### config.mk
export PLATFORM = sky130hd
export DESIGN_NAME = uml_core
export DESIGN_NICKNAME = d
export VERILOG_FILES = /design/src/core/uml_pkg.sv /design/src/core/uml_core.sv
export SDC_FILE = /design/constraint.sdc
export NUM_CORES = 1
export LEC_CHECK = 0
export CORE_AREA = 4 4 277 279
export DETAILED_ROUTE_END_ITERATION = 10
export DIE_AREA = 0 0 281 283
export DONT_BUFFER_PORTS = 1
export PLACE_DENSITY = 0.35
export SYNTH_ARGS = -nofsm -noshare
export SYNTH_HDL_FRONTEND = slang
export SYNTH_SLANG_ARGS = --single-unit
### constraint.sdc
create_clock -name pclk -period 12.5 [get_ports pclk]
set_clock_uncertainty 0.2 [all_clocks]
set_input_delay 1.875 -clock pclk [delete_from_list [all_inputs] [get_ports pclk]]
set_output_delay 1.875 -clock pclk [all_outputs]
set_load 0.02 [all_outputs]
### src/core/uml_pkg.sv
// shared constants for the multidrop / LIN serial extension block
// assumes a 10 MHz APB clock and a 32-bit APB bus with word-aligned registers
package uml_pkg;
	// ----------------------------------------------------------------
	// register offsets (byte addresses)
	// ----------------------------------------------------------------
	localparam logic [7:0] OFF_CTRL   = 8'h00;
	localparam logic [7:0] OFF_BAUD   = 8'h04;
	localparam logic [7:0] OFF_MATCH  = 8'h08;
	localparam logic [7:0] OFF_TXDATA = 8'h0C;
	localparam logic [7:0] OFF_RXDATA = 8'h10;
	localparam logic [7:0] OFF_STATUS = 8'h14;
	localparam logic [7:0] OFF_LIN    = 8'h18;
	// control field positions
	localparam int CTRL_EN   = 0;
	localparam int CTRL_MD   = 1;   // multidrop_mode
	localparam int CTRL_FILT = 2;   // slave_address_filter_enable
	localparam int CTRL_ACC  = 3;   // accept matched address into receive data
	localparam int CTRL_LIN  = 4;
	localparam int CTRL_ENH  = 5;   // enhanced checksum
	localparam int CTRL_PEN  = 6;
	localparam int CTRL_PODD = 7;
	localparam int CTRL_TX9  = 8;   // transmit_frame_control: nine data bits
	localparam int CTRL_RX9  = 9;   // receive_frame_control: nine data bits
	localparam int CTRL_W    = 10;
	// transmit data command bits
	localparam int TXC_BRK  = 9;
	localparam int TXC_WAKE = 10;
	// status bit positions
	localparam int ST_BUSY = 0, ST_RXV = 1, ST_COLL = 2, ST_FERR = 3, ST_PERR = 4;
	localparam int ST_BRK = 5, ST_SYNC = 6, ST_SLEEP = 7, ST_PIDE = 8, ST_RSV = 9;
	localparam int ST_DIAG = 10, ST_CKOK = 11;
	// reset values
	localparam logic [CTRL_W-1:0] CTRL_RST  = 10'h000;
	localparam logic [15:0]       BAUD_RST  = 16'h0208;
	localparam logic [15:0]       MATCH_RST = 16'hFF00;
	// protocol constants
	localparam logic [3:0] BREAK_BITS = 4'hD;
	localparam logic [7:0] SYNC_BYTE  = 8'h55;
	localparam logic [2:0] SYNC_FALLS = 3'h5;
	localparam int         SYNC_SPAN  = 3;    // edges span 2**3 bit periods
	localparam logic [5:0] ID_MREQ    = 6'h3C;
	localparam logic [5:0] ID_SRESP   = 6'h3D;
	localparam logic [5:0] ID_RSV     = 6'h3E;
	localparam logic [7:0] SLEEP_B0   = 8'h00;
	localparam logic [7:0] SLEEP_BN   = 8'hFF;
	localparam logic [3:0] DIAG_LAST  = 4'h9;  // frame index of eighth data byte
	localparam int         CNT_W      = 24;
	// timing
	localparam int CLK_HZ    = 10_000_000;
	localparam int WAKE_US   = 1000;           // inside the 250 us .. 5 ms window
	localparam int WAKE_CYC  = CLK_HZ / 1_000_000 * WAKE_US;
	typedef enum logic [2:0] {
		TX_IDLE = 3'b000, TX_START = 3'b001, TX_DATA = 3'b010, TX_PAR = 3'b011,
		TX_STOP = 3'b100, TX_BREAK = 3'b101, TX_DELIM = 3'b110, TX_WAKE = 3'b111
	} uml_tx_e;
	typedef enum logic [2:0] {
		RX_IDLE = 3'b000, RX_START = 3'b001, RX_DATA = 3'b010, RX_PAR = 3'b011,
		RX_STOP = 3'b100
	} uml_rx_e;
endpackage : uml_pkg

### src/core/uml_core.sv
// multidrop (9-bit) and LIN extension of an asynchronous serial transceiver
// assumes rxd is already synchronous to pclk and an external LIN transceiver
//
// The placing of the registers and register access over APB were left to the implementer.
`timescale 1ns/1ns
`default_nettype none
module uml_core
	import uml_pkg::*;
#(
	parameter int WAKE_CYCLES = WAKE_CYC
) (
	// clock and reset
	input  wire logic        pclk,
	input  wire logic        presetn,
	// apb slave
	input  wire logic        psel,
	input  wire logic        penable,
	input  wire logic        pwrite,
	input  wire logic [7:0]  paddr,
	input  wire logic [31:0] pwdata,
	output logic             pready,
	output logic             pslverr,
	output logic [31:0]      prdata,
	// serial line
	input  wire logic        rxd,
	output logic             txd
);

	// ----------------------------------------------------------------
	// bus decode
	// ----------------------------------------------------------------
	logic                 acc, wr, rd, hit;
	logic [31:0]          st_clr;
	logic [CTRL_W-1:0]    ctrl_r, ctrl_nxt;
	logic [15:0]          baud_r, baud_nxt, match_r, match_nxt, meas_r, meas_nxt;
	logic [8:0]           rxdata_r, rxdata_nxt;
	logic                 rxv_r, rxv_nxt, coll_r, coll_nxt, ferr_r, ferr_nxt;
	logic                 perr_r, perr_nxt, matched_r, matched_nxt;
	logic [31:0]          prdata_r, prdata_nxt;
	logic [31:0]          status, rdmux;
	logic [CNT_W-1:0]     baud_m1;

	assign acc = psel & penable;
	assign wr = acc & pwrite;
	assign rd = acc & ~pwrite;
	assign hit = (paddr[1:0] == 2'b00) && (paddr <= OFF_LIN);
	assign pready = 1'b1;                       // every access completes at once
	assign pslverr = acc & ~hit;
	assign prdata = prdata_r;
	assign st_clr = (wr && paddr == OFF_STATUS) ? pwdata : 32'h0000_0000;
	assign baud_m1 = CNT_W'(baud_r) - CNT_W'(1);

	// ----------------------------------------------------------------
	// transmitter
	// ----------------------------------------------------------------
	uml_tx_e          tx_st_r, tx_st_nxt;
	logic [CNT_W-1:0] tx_cnt_r, tx_cnt_nxt;
	logic [3:0]       tx_bit_r, tx_bit_nxt, tx_lastbit;
	logic [8:0]       tx_fr_r, tx_fr_nxt;
	logic             txd_r, txd_nxt, tx_par, par_on_tx, tx_go, tx_end, tx_mid;

	assign txd = txd_r;
	assign tx_go = wr && paddr == OFF_TXDATA && ctrl_r[CTRL_EN];
	assign tx_end = (tx_cnt_r == baud_m1);
	assign tx_mid = (tx_cnt_r == CNT_W'(baud_r[15:1]));
	assign tx_lastbit = ctrl_r[CTRL_TX9] ? 4'h8 : 4'h7;
	assign par_on_tx = ctrl_r[CTRL_PEN] & ~ctrl_r[CTRL_MD];
	assign tx_par = ^(tx_fr_r & {ctrl_r[CTRL_TX9], 8'hFF}) ^ ctrl_r[CTRL_PODD];

	// next-state for the transmit sequencer; break reuses the bit timer, wake counts WAKE_CYCLES on the same counter
	always_comb begin
		tx_st_nxt = tx_st_r;
		tx_bit_nxt = tx_bit_r;
		tx_fr_nxt = tx_fr_r;
		txd_nxt = txd_r;
		tx_cnt_nxt = (tx_st_r == TX_IDLE || tx_end) ? '0 : tx_cnt_r + CNT_W'(1);
		unique case (tx_st_r)
			TX_IDLE: begin
				if (tx_go && pwdata[TXC_BRK]) begin
					tx_st_nxt = TX_BREAK;
					tx_bit_nxt = 4'h0;
					txd_nxt = 1'b0;
				end else if (tx_go && pwdata[TXC_WAKE]) begin
					tx_st_nxt = TX_WAKE;
					txd_nxt = 1'b0;
				end else if (tx_go) begin
					tx_fr_nxt = pwdata[8:0];
					tx_st_nxt = TX_START;
					txd_nxt = 1'b0;
				end
			end
			TX_START: begin
				if (tx_end) begin
					tx_st_nxt = TX_DATA;
					tx_bit_nxt = 4'h0;
					txd_nxt = tx_fr_r[0];
				end
			end
			TX_DATA: begin
				if (tx_end && tx_bit_r == tx_lastbit) begin
					tx_st_nxt = par_on_tx ? TX_PAR : TX_STOP;
					txd_nxt = par_on_tx ? tx_par : 1'b1;
				end else if (tx_end) begin
					tx_bit_nxt = tx_bit_r + 4'h1;
					txd_nxt = tx_fr_r[tx_bit_r + 4'h1];
				end
			end
			TX_PAR: begin
				if (tx_end) begin
					tx_st_nxt = TX_STOP;
					txd_nxt = 1'b1;
				end
			end
			TX_STOP: begin
				if (tx_end)
					tx_st_nxt = TX_IDLE;
			end
			TX_BREAK: begin
				if (tx_end && tx_bit_r == BREAK_BITS - 4'h1) begin
					tx_st_nxt = TX_DELIM;
					txd_nxt = 1'b1;
				end else if (tx_end) begin
					tx_bit_nxt = tx_bit_r + 4'h1;
				end
			end
			TX_DELIM: begin
				if (tx_end)
					tx_st_nxt = TX_IDLE;
			end
			TX_WAKE: begin
				// wake pulse runs on its own count, not on the bit period
				tx_cnt_nxt = tx_cnt_r + CNT_W'(1);
				if (tx_cnt_r == CNT_W'(WAKE_CYCLES - 1)) begin
					tx_st_nxt = TX_IDLE;
					txd_nxt = 1'b1;
					tx_cnt_nxt = '0;
				end
			end
		endcase
	end

	// transmit registers; line idles high
	always_ff @(posedge pclk or negedge presetn) begin
		if (!presetn) begin
			tx_st_r <= TX_IDLE;
			tx_cnt_r <= '0;
			tx_bit_r <= 4'h0;
			tx_fr_r <= 9'h000;
			txd_r <= 1'b1;
		end else begin
			tx_st_r <= tx_st_nxt;
			tx_cnt_r <= tx_cnt_nxt;
			tx_bit_r <= tx_bit_nxt;
			tx_fr_r <= tx_fr_nxt;
			txd_r <= tx_nxt_gate(txd_nxt);
		end
	end

	function automatic logic tx_nxt_gate(input logic v);
		tx_nxt_gate = v;
	endfunction : tx_nxt_gate

	// ----------------------------------------------------------------
	// receiver
	// ----------------------------------------------------------------
	uml_rx_e          rx_st_r, rx_st_nxt;
	logic [CNT_W-1:0] rx_cnt_r, rx_cnt_nxt;
	logic [3:0]       rx_bit_r, rx_bit_nxt, rx_lastbit;
	logic [8:0]       rx_sh_r, rx_sh_nxt;
	logic             rx_pe_r, rx_pe_nxt, rx_done, rx_fe, rx_end, par_on_rx;
	logic             rxd_d_r, fall;

	assign rx_end = (rx_cnt_r == baud_m1);
	assign rx_lastbit = ctrl_r[CTRL_RX9] ? 4'h8 : 4'h7;
	assign par_on_rx = ctrl_r[CTRL_PEN] & ~ctrl_r[CTRL_MD];

	// single mid-bit sample; the start bit is re-checked at its centre
	always_comb begin
		rx_st_nxt = rx_st_r;
		rx_bit_nxt = rx_bit_r;
		rx_sh_nxt = rx_sh_r;
		rx_pe_nxt = rx_pe_r;
		rx_cnt_nxt = rx_end ? '0 : rx_cnt_r + CNT_W'(1);
		rx_done = 1'b0;
		rx_fe = 1'b0;
		unique case (rx_st_r)
			RX_IDLE: begin
				rx_cnt_nxt = '0;
				// start only on a falling edge: a line still low after a
				// break frame must not open a second, misaligned frame
				if (fall && ctrl_r[CTRL_EN])
					rx_st_nxt = RX_START;
			end
			RX_START: begin
				if (rx_cnt_r == CNT_W'(baud_r[15:1])) begin
					rx_st_nxt = rxd ? RX_IDLE : RX_DATA;
					rx_cnt_nxt = '0;
					rx_bit_nxt = 4'h0;
					rx_sh_nxt = 9'h000;
					rx_pe_nxt = ctrl_r[CTRL_PODD];
				end
			end
			RX_DATA: begin
				if (rx_end) begin
					rx_sh_nxt[rx_bit_r] = rxd;
					rx_pe_nxt = rx_pe_r ^ rxd;
					rx_bit_nxt = rx_bit_r + 4'h1;
					if (rx_bit_r == rx_lastbit)
						rx_st_nxt = par_on_rx ? RX_PAR : RX_STOP;
				end
			end
			RX_PAR: begin
				if (rx_end) begin
					rx_pe_nxt = rx_pe_r ^ rxd;
					rx_st_nxt = RX_STOP;
				end
			end
			RX_STOP: begin
				if (rx_end) begin
					rx_done = 1'b1;
					rx_fe = ~rxd;
					rx_st_nxt = RX_IDLE;
				end
			end
			default: rx_st_nxt = RX_IDLE;
		endcase
	end

	// receive registers
	always_ff @(posedge pclk or negedge presetn) begin
		if (!presetn) begin
			rx_st_r <= RX_IDLE;
			rx_cnt_r <= '0;
			rx_bit_r <= 4'h0;
			rx_sh_r <= 9'h000;
			rx_pe_r <= 1'b0;
		end else begin
			rx_st_r <= rx_st_nxt;
			rx_cnt_r <= rx_cnt_nxt;
			rx_bit_r <= rx_bit_nxt;
			rx_sh_r <= rx_sh_nxt;
			rx_pe_r <= rx_pe_nxt;
		end
	end

	// ----------------------------------------------------------------
	// LIN break, sync timing and frame checks
	// ----------------------------------------------------------------
	logic [CNT_W-1:0] low_r, low_nxt, brk_cyc, sy_cnt_r, sy_cnt_nxt;
	logic [2:0]       sy_fall_r, sy_fall_nxt;
	logic [3:0]       idx_r, idx_nxt;
	logic [7:0]       sum_r, sum_nxt, rb;
	logic [8:0]       sum_c;
	logic             sy_wait_r, sy_wait_nxt, sy_on_r, sy_on_nxt, meas_upd;
	logic             brk_hit, p0, p1;
	logic [CNT_W-1:0] sy_span;
	logic [6:0]       lf_r, lf_nxt;   // brk, sync, sleep, pid err, rsv, diag, sleep cand

	assign fall = rxd_d_r & ~rxd;
	// the counter lags the first edge by one cycle, so add it back
	assign sy_span = sy_cnt_r + CNT_W'(1);
	assign brk_cyc = CNT_W'(baud_r) * CNT_W'(BREAK_BITS);
	assign brk_hit = ctrl_r[CTRL_LIN] && !rxd && (low_r == brk_cyc - CNT_W'(1));
	assign rb = rx_sh_r[7:0];
	assign p0 = rb[0] ^ rb[1] ^ rb[2] ^ rb[4];
	assign p1 = ~(rb[1] ^ rb[3] ^ rb[4] ^ rb[5]);
	assign sum_c = {1'b0, sum_r} + {1'b0, rb};

	// break sets up a new frame; sync edges span eight bit periods
	always_comb begin
		low_nxt = rxd ? '0 : (brk_hit ? low_r : low_r + CNT_W'(1));
		sy_wait_nxt = sy_wait_r;
		sy_on_nxt = sy_on_r;
		sy_cnt_nxt = sy_on_r ? sy_cnt_r + CNT_W'(1) : '0;
		sy_fall_nxt = sy_fall_r;
		idx_nxt = idx_r;
		sum_nxt = sum_r;
		meas_upd = 1'b0;
		lf_nxt = lf_r & ~{1'b0, st_clr[ST_DIAG:ST_PIDE], st_clr[ST_SLEEP:ST_BRK]};
		if (brk_hit) begin
			lf_nxt[0] = 1'b1;
			lf_nxt[6:3] = 4'h0;
			sy_wait_nxt = 1'b1;
			idx_nxt = 4'h0;
			sum_nxt = 8'h00;
		end else if (sy_wait_r && fall) begin
			sy_wait_nxt = 1'b0;
			sy_on_nxt = 1'b1;
			sy_fall_nxt = 3'h1;
		end else if (sy_on_r && fall) begin
			sy_fall_nxt = sy_fall_r + 3'h1;
			if (sy_fall_r == SYNC_FALLS - 3'h1) begin
				sy_on_nxt = 1'b0;
				meas_upd = 1'b1;
				lf_nxt[1] = 1'b1;
			end
		end
		if (rx_done && ctrl_r[CTRL_LIN] && !brk_hit && !sy_wait_r) begin
			idx_nxt = (idx_r == 4'hF) ? idx_r : idx_r + 4'h1;
			if (idx_r == 4'h1) begin
				lf_nxt[3] = (rb[6] != p0) || (rb[7] != p1);
				lf_nxt[4] = (rb[5:0] >= ID_RSV);
				lf_nxt[5] = (rb[5:1] == ID_MREQ[5:1]);
				lf_nxt[6] = (rb[5:0] == ID_MREQ);
				sum_nxt = ctrl_r[CTRL_ENH] ? rb : 8'h00;
			end else if (idx_r >= 4'h2) begin
				sum_nxt = sum_c[7:0] + {7'h00, sum_c[8]};
				if ((idx_r == 4'h2 && rb != SLEEP_B0) || (idx_r > 4'h2 && rb != SLEEP_BN))
					lf_nxt[6] = 1'b0;
				if (idx_r == DIAG_LAST && lf_r[6] && !(rb != SLEEP_BN))
					lf_nxt[2] = 1'b1;
			end
		end
	end

	// LIN tracking registers
	always_ff @(posedge pclk or negedge presetn) begin
		if (!presetn) begin
			low_r <= '0;
			rxd_d_r <= 1'b1;
			sy_wait_r <= 1'b0;
			sy_on_r <= 1'b0;
			sy_cnt_r <= '0;
			sy_fall_r <= 3'h0;
			idx_r <= 4'h0;
			sum_r <= 8'h00;
			lf_r <= 7'h00;
		end else begin
			low_r <= low_nxt;
			rxd_d_r <= rxd;
			sy_wait_r <= sy_wait_nxt;
			sy_on_r <= sy_on_nxt;
			sy_cnt_r <= sy_cnt_nxt;
			sy_fall_r <= sy_fall_nxt;
			idx_r <= idx_nxt;
			sum_r <= sum_nxt;
			lf_r <= lf_nxt;
		end
	end

	// ----------------------------------------------------------------
	// register file, address filter and flags
	// ----------------------------------------------------------------
	logic store, is_match;

	assign is_match = ((rx_sh_r[7:0] ^ match_r[7:0]) & match_r[15:8]) == 8'h00;

	// a stored frame and a clearing read in one cycle leave the flag set
	always_comb begin
		ctrl_nxt = ctrl_r;
		baud_nxt = baud_r;
		match_nxt = match_r;
		meas_nxt = meas_r;
		matched_nxt = matched_r;
		rxdata_nxt = rxdata_r;
		store = rx_done;
		if (rx_done && ctrl_r[CTRL_MD] && ctrl_r[CTRL_FILT]) begin
			if (rx_sh_r[8]) begin
				matched_nxt = is_match;
				store = is_match && ctrl_r[CTRL_ACC];
			end else begin
				store = matched_r;
			end
		end
		if (store)
			rxdata_nxt = rx_sh_r;
		rxv_nxt = store | (rxv_r & ~(rd && paddr == OFF_RXDATA));
		coll_nxt = (coll_r & ~st_clr[ST_COLL]) |
			(tx_mid && tx_st_r != TX_IDLE && tx_st_r != TX_WAKE && rxd != txd_r);
		ferr_nxt = (ferr_r & ~st_clr[ST_FERR]) | (rx_done & rx_fe);
		perr_nxt = (perr_r & ~st_clr[ST_PERR]) | (rx_done & par_on_rx & rx_pe_r);
		if (wr && paddr == OFF_CTRL)
			ctrl_nxt = pwdata[CTRL_W-1:0];
		if (wr && paddr == OFF_BAUD)
			baud_nxt = pwdata[15:0];
		if (wr && paddr == OFF_MATCH)
			match_nxt = pwdata[15:0];
		if (meas_upd) begin
			meas_nxt = sy_span[SYNC_SPAN +: 16];
			baud_nxt = sy_span[SYNC_SPAN +: 16];
		end
		prdata_nxt = (psel && !penable && !pwrite) ? rdmux : prdata_r;
	end

	// status word and read mux
	always_comb begin
		status = 32'h0000_0000;
		status[ST_BUSY] = (tx_st_r != TX_IDLE);
		status[ST_RXV] = rxv_r;
		status[ST_COLL] = coll_r;
		status[ST_FERR] = ferr_r;
		status[ST_PERR] = perr_r;
		status[ST_SLEEP:ST_BRK] = lf_r[2:0];
		status[ST_DIAG:ST_PIDE] = lf_r[5:3];
		status[ST_CKOK] = (sum_r == 8'hFF);
		unique case (paddr)
			OFF_CTRL:   rdmux = {22'h000000, ctrl_r};
			OFF_BAUD:   rdmux = {16'h0000, baud_r};
			OFF_MATCH:  rdmux = {16'h0000, match_r};
			OFF_TXDATA: rdmux = {23'h000000, tx_fr_r};
			OFF_RXDATA: rdmux = {23'h000000, rxdata_r};
			OFF_STATUS: rdmux = status;
			OFF_LIN:    rdmux = {meas_r, 4'h0, idx_r, ~sum_r};
			default:    rdmux = 32'h0000_0000;
		endcase
	end

	// register file flops
	always_ff @(posedge pclk or negedge presetn) begin
		if (!presetn) begin
			ctrl_r <= CTRL_RST;
			baud_r <= BAUD_RST;
			match_r <= MATCH_RST;
			meas_r <= 16'h0000;
			matched_r <= 1'b0;
			rxdata_r <= 9'h000;
			rxv_r <= 1'b0;
			coll_r <= 1'b0;
			ferr_r <= 1'b0;
			perr_r <= 1'b0;
			prdata_r <= 32'h0000_0000;
		end else begin
			ctrl_r <= ctrl_nxt;
			baud_r <= baud_nxt;
			match_r <= match_nxt;
			meas_r <= meas_nxt;
			matched_r <= matched_nxt;
			rxdata_r <= rxdata_nxt;
			rxv_r <= rxv_nxt;
			coll_r <= coll_nxt;
			ferr_r <= ferr_nxt;
			perr_r <= perr_nxt;
			prdata_r <= prdata_nxt;
		end
	end
endmodule : uml_core
`default_nettype wire

==> results.json <==
{
  "path_common_cell": "ha_1",
  "clockBufferDepth": 3,
  "ff_latch_area_um2": 6370,
  "die_area_um2": 79500,
  "diodes": 0,
  "synthTopCellsByArea": "dfrtp_1 34%, ha_1 6.9%, xor2_1 4.9%, xnor2_1 4.5%, mux2i_1 4.1%",
  "final.fill_count": 7953,
  "grt_pass1_wl_um": 89800,
  "clock.fmax_mhz": 156,
  "synthesis.nets": 2100,
  "cts_sinks": 254,
  "grt_pass1_vias": 14100,
  "outcome": "finished, final reports clean",
  "layout.nets": 2035,
  "drive_above_1_share_pct": 9.35,
  "relSlewSlack_pct": 16.4,
  "r2r_start": "baud_r[7]",
  "cp.depth": 17,
  "rsz0062_at_grt": "false",
  "die_h_um": 283,
  "antenna_found_initial": 1,
  "cts_setup_buffers": 0,
  "htree_levels": 2,
  "numCtsBuffers": 34,
  "final_util_pct": 26.7,
  "cts_tree": "built",
  "synth_cell_types": 82,
  "place_ws_ns": 6.12,
  "synth-edff-count": 0,
  "power_leakage_nw": 8.86,
  "regToRegSetupSlack_ns": 6.11,
  "critPathBufInv": 4,
  "crit_fanout": 64,
  "crit_path_end_kind": "register",
  "crit_end": "meas_r[5]",
  "postCtsHoldBufs": 0,
  "maxCapViolCount": 0,
  "grt_overflow": 0,
  "yosysMostFrequentCell": "dfrtp_1",
  "report.power.total_mw": 2.23,
  "io_pins": 81,
  "synth_cells": 1942,
  "worstSetupStartpoint": "baud_r[7]",
  "clock_tree.root_cell": "clkbuf_16",
  "worstHoldPathType": "register to register",
  "reg2reg_to": "meas_r[5]",
  "cp_slowest_cell": "dfrtp_1",
  "slew_violations": 0,
  "clock_latency_ns": 0.56,
  "wl_per_cell_um": 20.2,
  "num_rows": 100,
  "syn_avg_cell_area_um2": 9.14,
  "fin_crit_ns": 6.39,
  "hold_ws_ns": 0.278,
  "synth_area_leader_cell": "dfrtp_1",
  "drtPass1Iterations": 5,
  "critPathTopFamily": "adder cells",
  "drt_iter0_drc": 802,
  "routed_via_density": 4.91,
  "die_w_um": 281,
  "pwr_density_cell_nw_per_um2": 113,
  "synth_ff_type": "dfrtp_1",
  "cp.required_ns": 12.78,
  "tightest_slew_ns": 1.25,
  "ys_seq_elements": 254,
  "reg2reg_depth": 17,
  "ys_seq_area_share_pct": 35.9,
  "ant_nets": 0,
  "finalSetupTns_ns": 0,
  "critPathKind": "register to register",
  "post-dp-hpwl_um": 42200,
  "core_area_um2": 74200,
  "num_vias": 14100,
  "area_growth_pct": 11.7,
  "hold_viol": 0,
  "fin_crit_sh_pct": 51.1,
  "track_usage_pct": 14.4,
  "start_util_pct": 23.9,
  "portBuffers": 0,
  "slowest_delay_ns": 0.70,
  "synth-async-reset-ratio_pct": 100,
  "synthTopCellsByCount": "242 x dfrtp_1, 155 x nand2_1, 144 x nor2_1",
  "multi_input_area_um2": 10500,
  "globalplace.congestion": 0.842,
  "cts_resized": 0,
  "synth_top_area_share_pct": 34.1,
  "drc": 0,
  "start_kind": "register",
  "fin_ws_ns": 6.11,
  "ys_warn_count": 0,
  "peakVddDrop_v": 0.0000948,
  "grt_max_degree": 255,
  "netlist_area_um2": 17800,
  "finalSetupViolations": 0,
  "clkTransAtPathRegs_ns": 0.06,
  "crit_arrival_ns": 6.67,
  "postRouteWirelength_um": 57900,
  "crit_chain": "inv_1 > ha_1 > inv_1 > ha_1 > fa_1 > ha_1 > a21oi_1 > o21ai_0 > a41oi_1 > o21ai_0 > nor4_1 > nand4_1 > and4b_2 > buf_4 > or3_2 > buf_4 > mux2i_1"
}
-- cell usage in the layout (no fill, tap or decap), types with 19 or more instances in the layout --
master       n
mux2_2      52
ha_1        98
nand2_1    155
and3_1      28
nor2_1     144
o211ai_1    19
clkbuf_16   34
nor3_1      37
mux2i_1     73
o21ai_0     70
xor2_1     100
inv_1      103
xnor2_1     92
nor2b_1     41
nand3_1    103
dfrtp_1    242
a21oi_1     66
nand4_1     37
a21o_1      19
nor4_1      21
or3_1       28
nand2b_1    22
buf_4       22
-- registers in the layout (all words and copies together) (netlist names), 3 cells and up --
register	count
sy_fall_r	3
match_r	16
rx_cnt_r	24
idx_r	4
tx_cnt_r	24
lf_r	7
prdata	32
tx_st_r	3
rx_st_r	3
meas_r	16
low_r	24
tx_fr_r	9
rxdata_r	9
ctrl_r	10
sy_cnt_r	19
sum_r	8
rx_sh_r	9
rx_bit_r	4
baud_r	16
tx_bit_r	4
-- worst min path at each step --
| stage | start | end | slack, ns | cells after the start |
|---|---|---|---|---|
| 6_report | rxdata_r[0] | rxdata_r[0] | 0.28 | 2 |
| 5_1_grt | meas_r[4] | prdata[20] | 0.32 | 2 |
| 4_1_cts | rxdata_r[0] | rxdata_r[0] | 0.29 | 2 |
| 3_5_place_dp | rxdata_r[0] | rxdata_r[0] | 0.27 | 2 |
| 3_3_place_gp | coll_r | coll_r | 0.27 | 1 |
| 2_1_floorplan | lf_r[1] | lf_r[1] | 0.24 | 2 |
-- cells by family after synthesis --
family	synth area share, %
adder cells (fa/ha/maj)	8.49
other	0.0211
AO/OA/AOI/OAI	12.0
flip-flops	35.9
buffers and inverters	5.14
XOR/XNOR	10.1
AND/OR/NAND/NOR	20.6
multiplexers	7.79
-- report_power, final --
| part | switching [mW] | internal, mW |
|---|---|---|
| Sequential | 0.0501 | 0.848 |
| Clock | 0.410 | 0.656 |
| Combinational | 0.153 | 0.116 |
| Total | 0.614 | 1.62 |
-- layout make-up --
type	instances	share of cell area, %
clock buffer	51	4.96
clock inverter	11	1.15
inverter	103	1.95
multi-input combinational	1462	52.9
sequential	254	32.1
tap	969	6.11
timing repair buffer	22	0.833
-- routing by layer --
layer	up-vias	share of wire, %	GRT usage [%]
li1	6725	-	-
met2	256	45	22.8
met1	7050	48	20.3
met3	61	4.8	2.98
met4	0	1.8	3.22
met5	-	0	0
-- through the flow --
stage	cells	area [um^2]
after detailed placement	2810	18600
after global placement	2810	18600
after global routing	2872	19800
final	2872	19800
after floorplan	1942	17800
after CTS	2872	19800
-- tightest hold or removal path: cells and delay by family (launching register included) --
kind / cells / cell delay, ns
and+or+nand+nor: 1 / 0.05
AOI/OAI and AO/OA: 1 / 0.06
DFF: 1 / 0.34
Note: power is estimated with default switching activity, not from simulation.
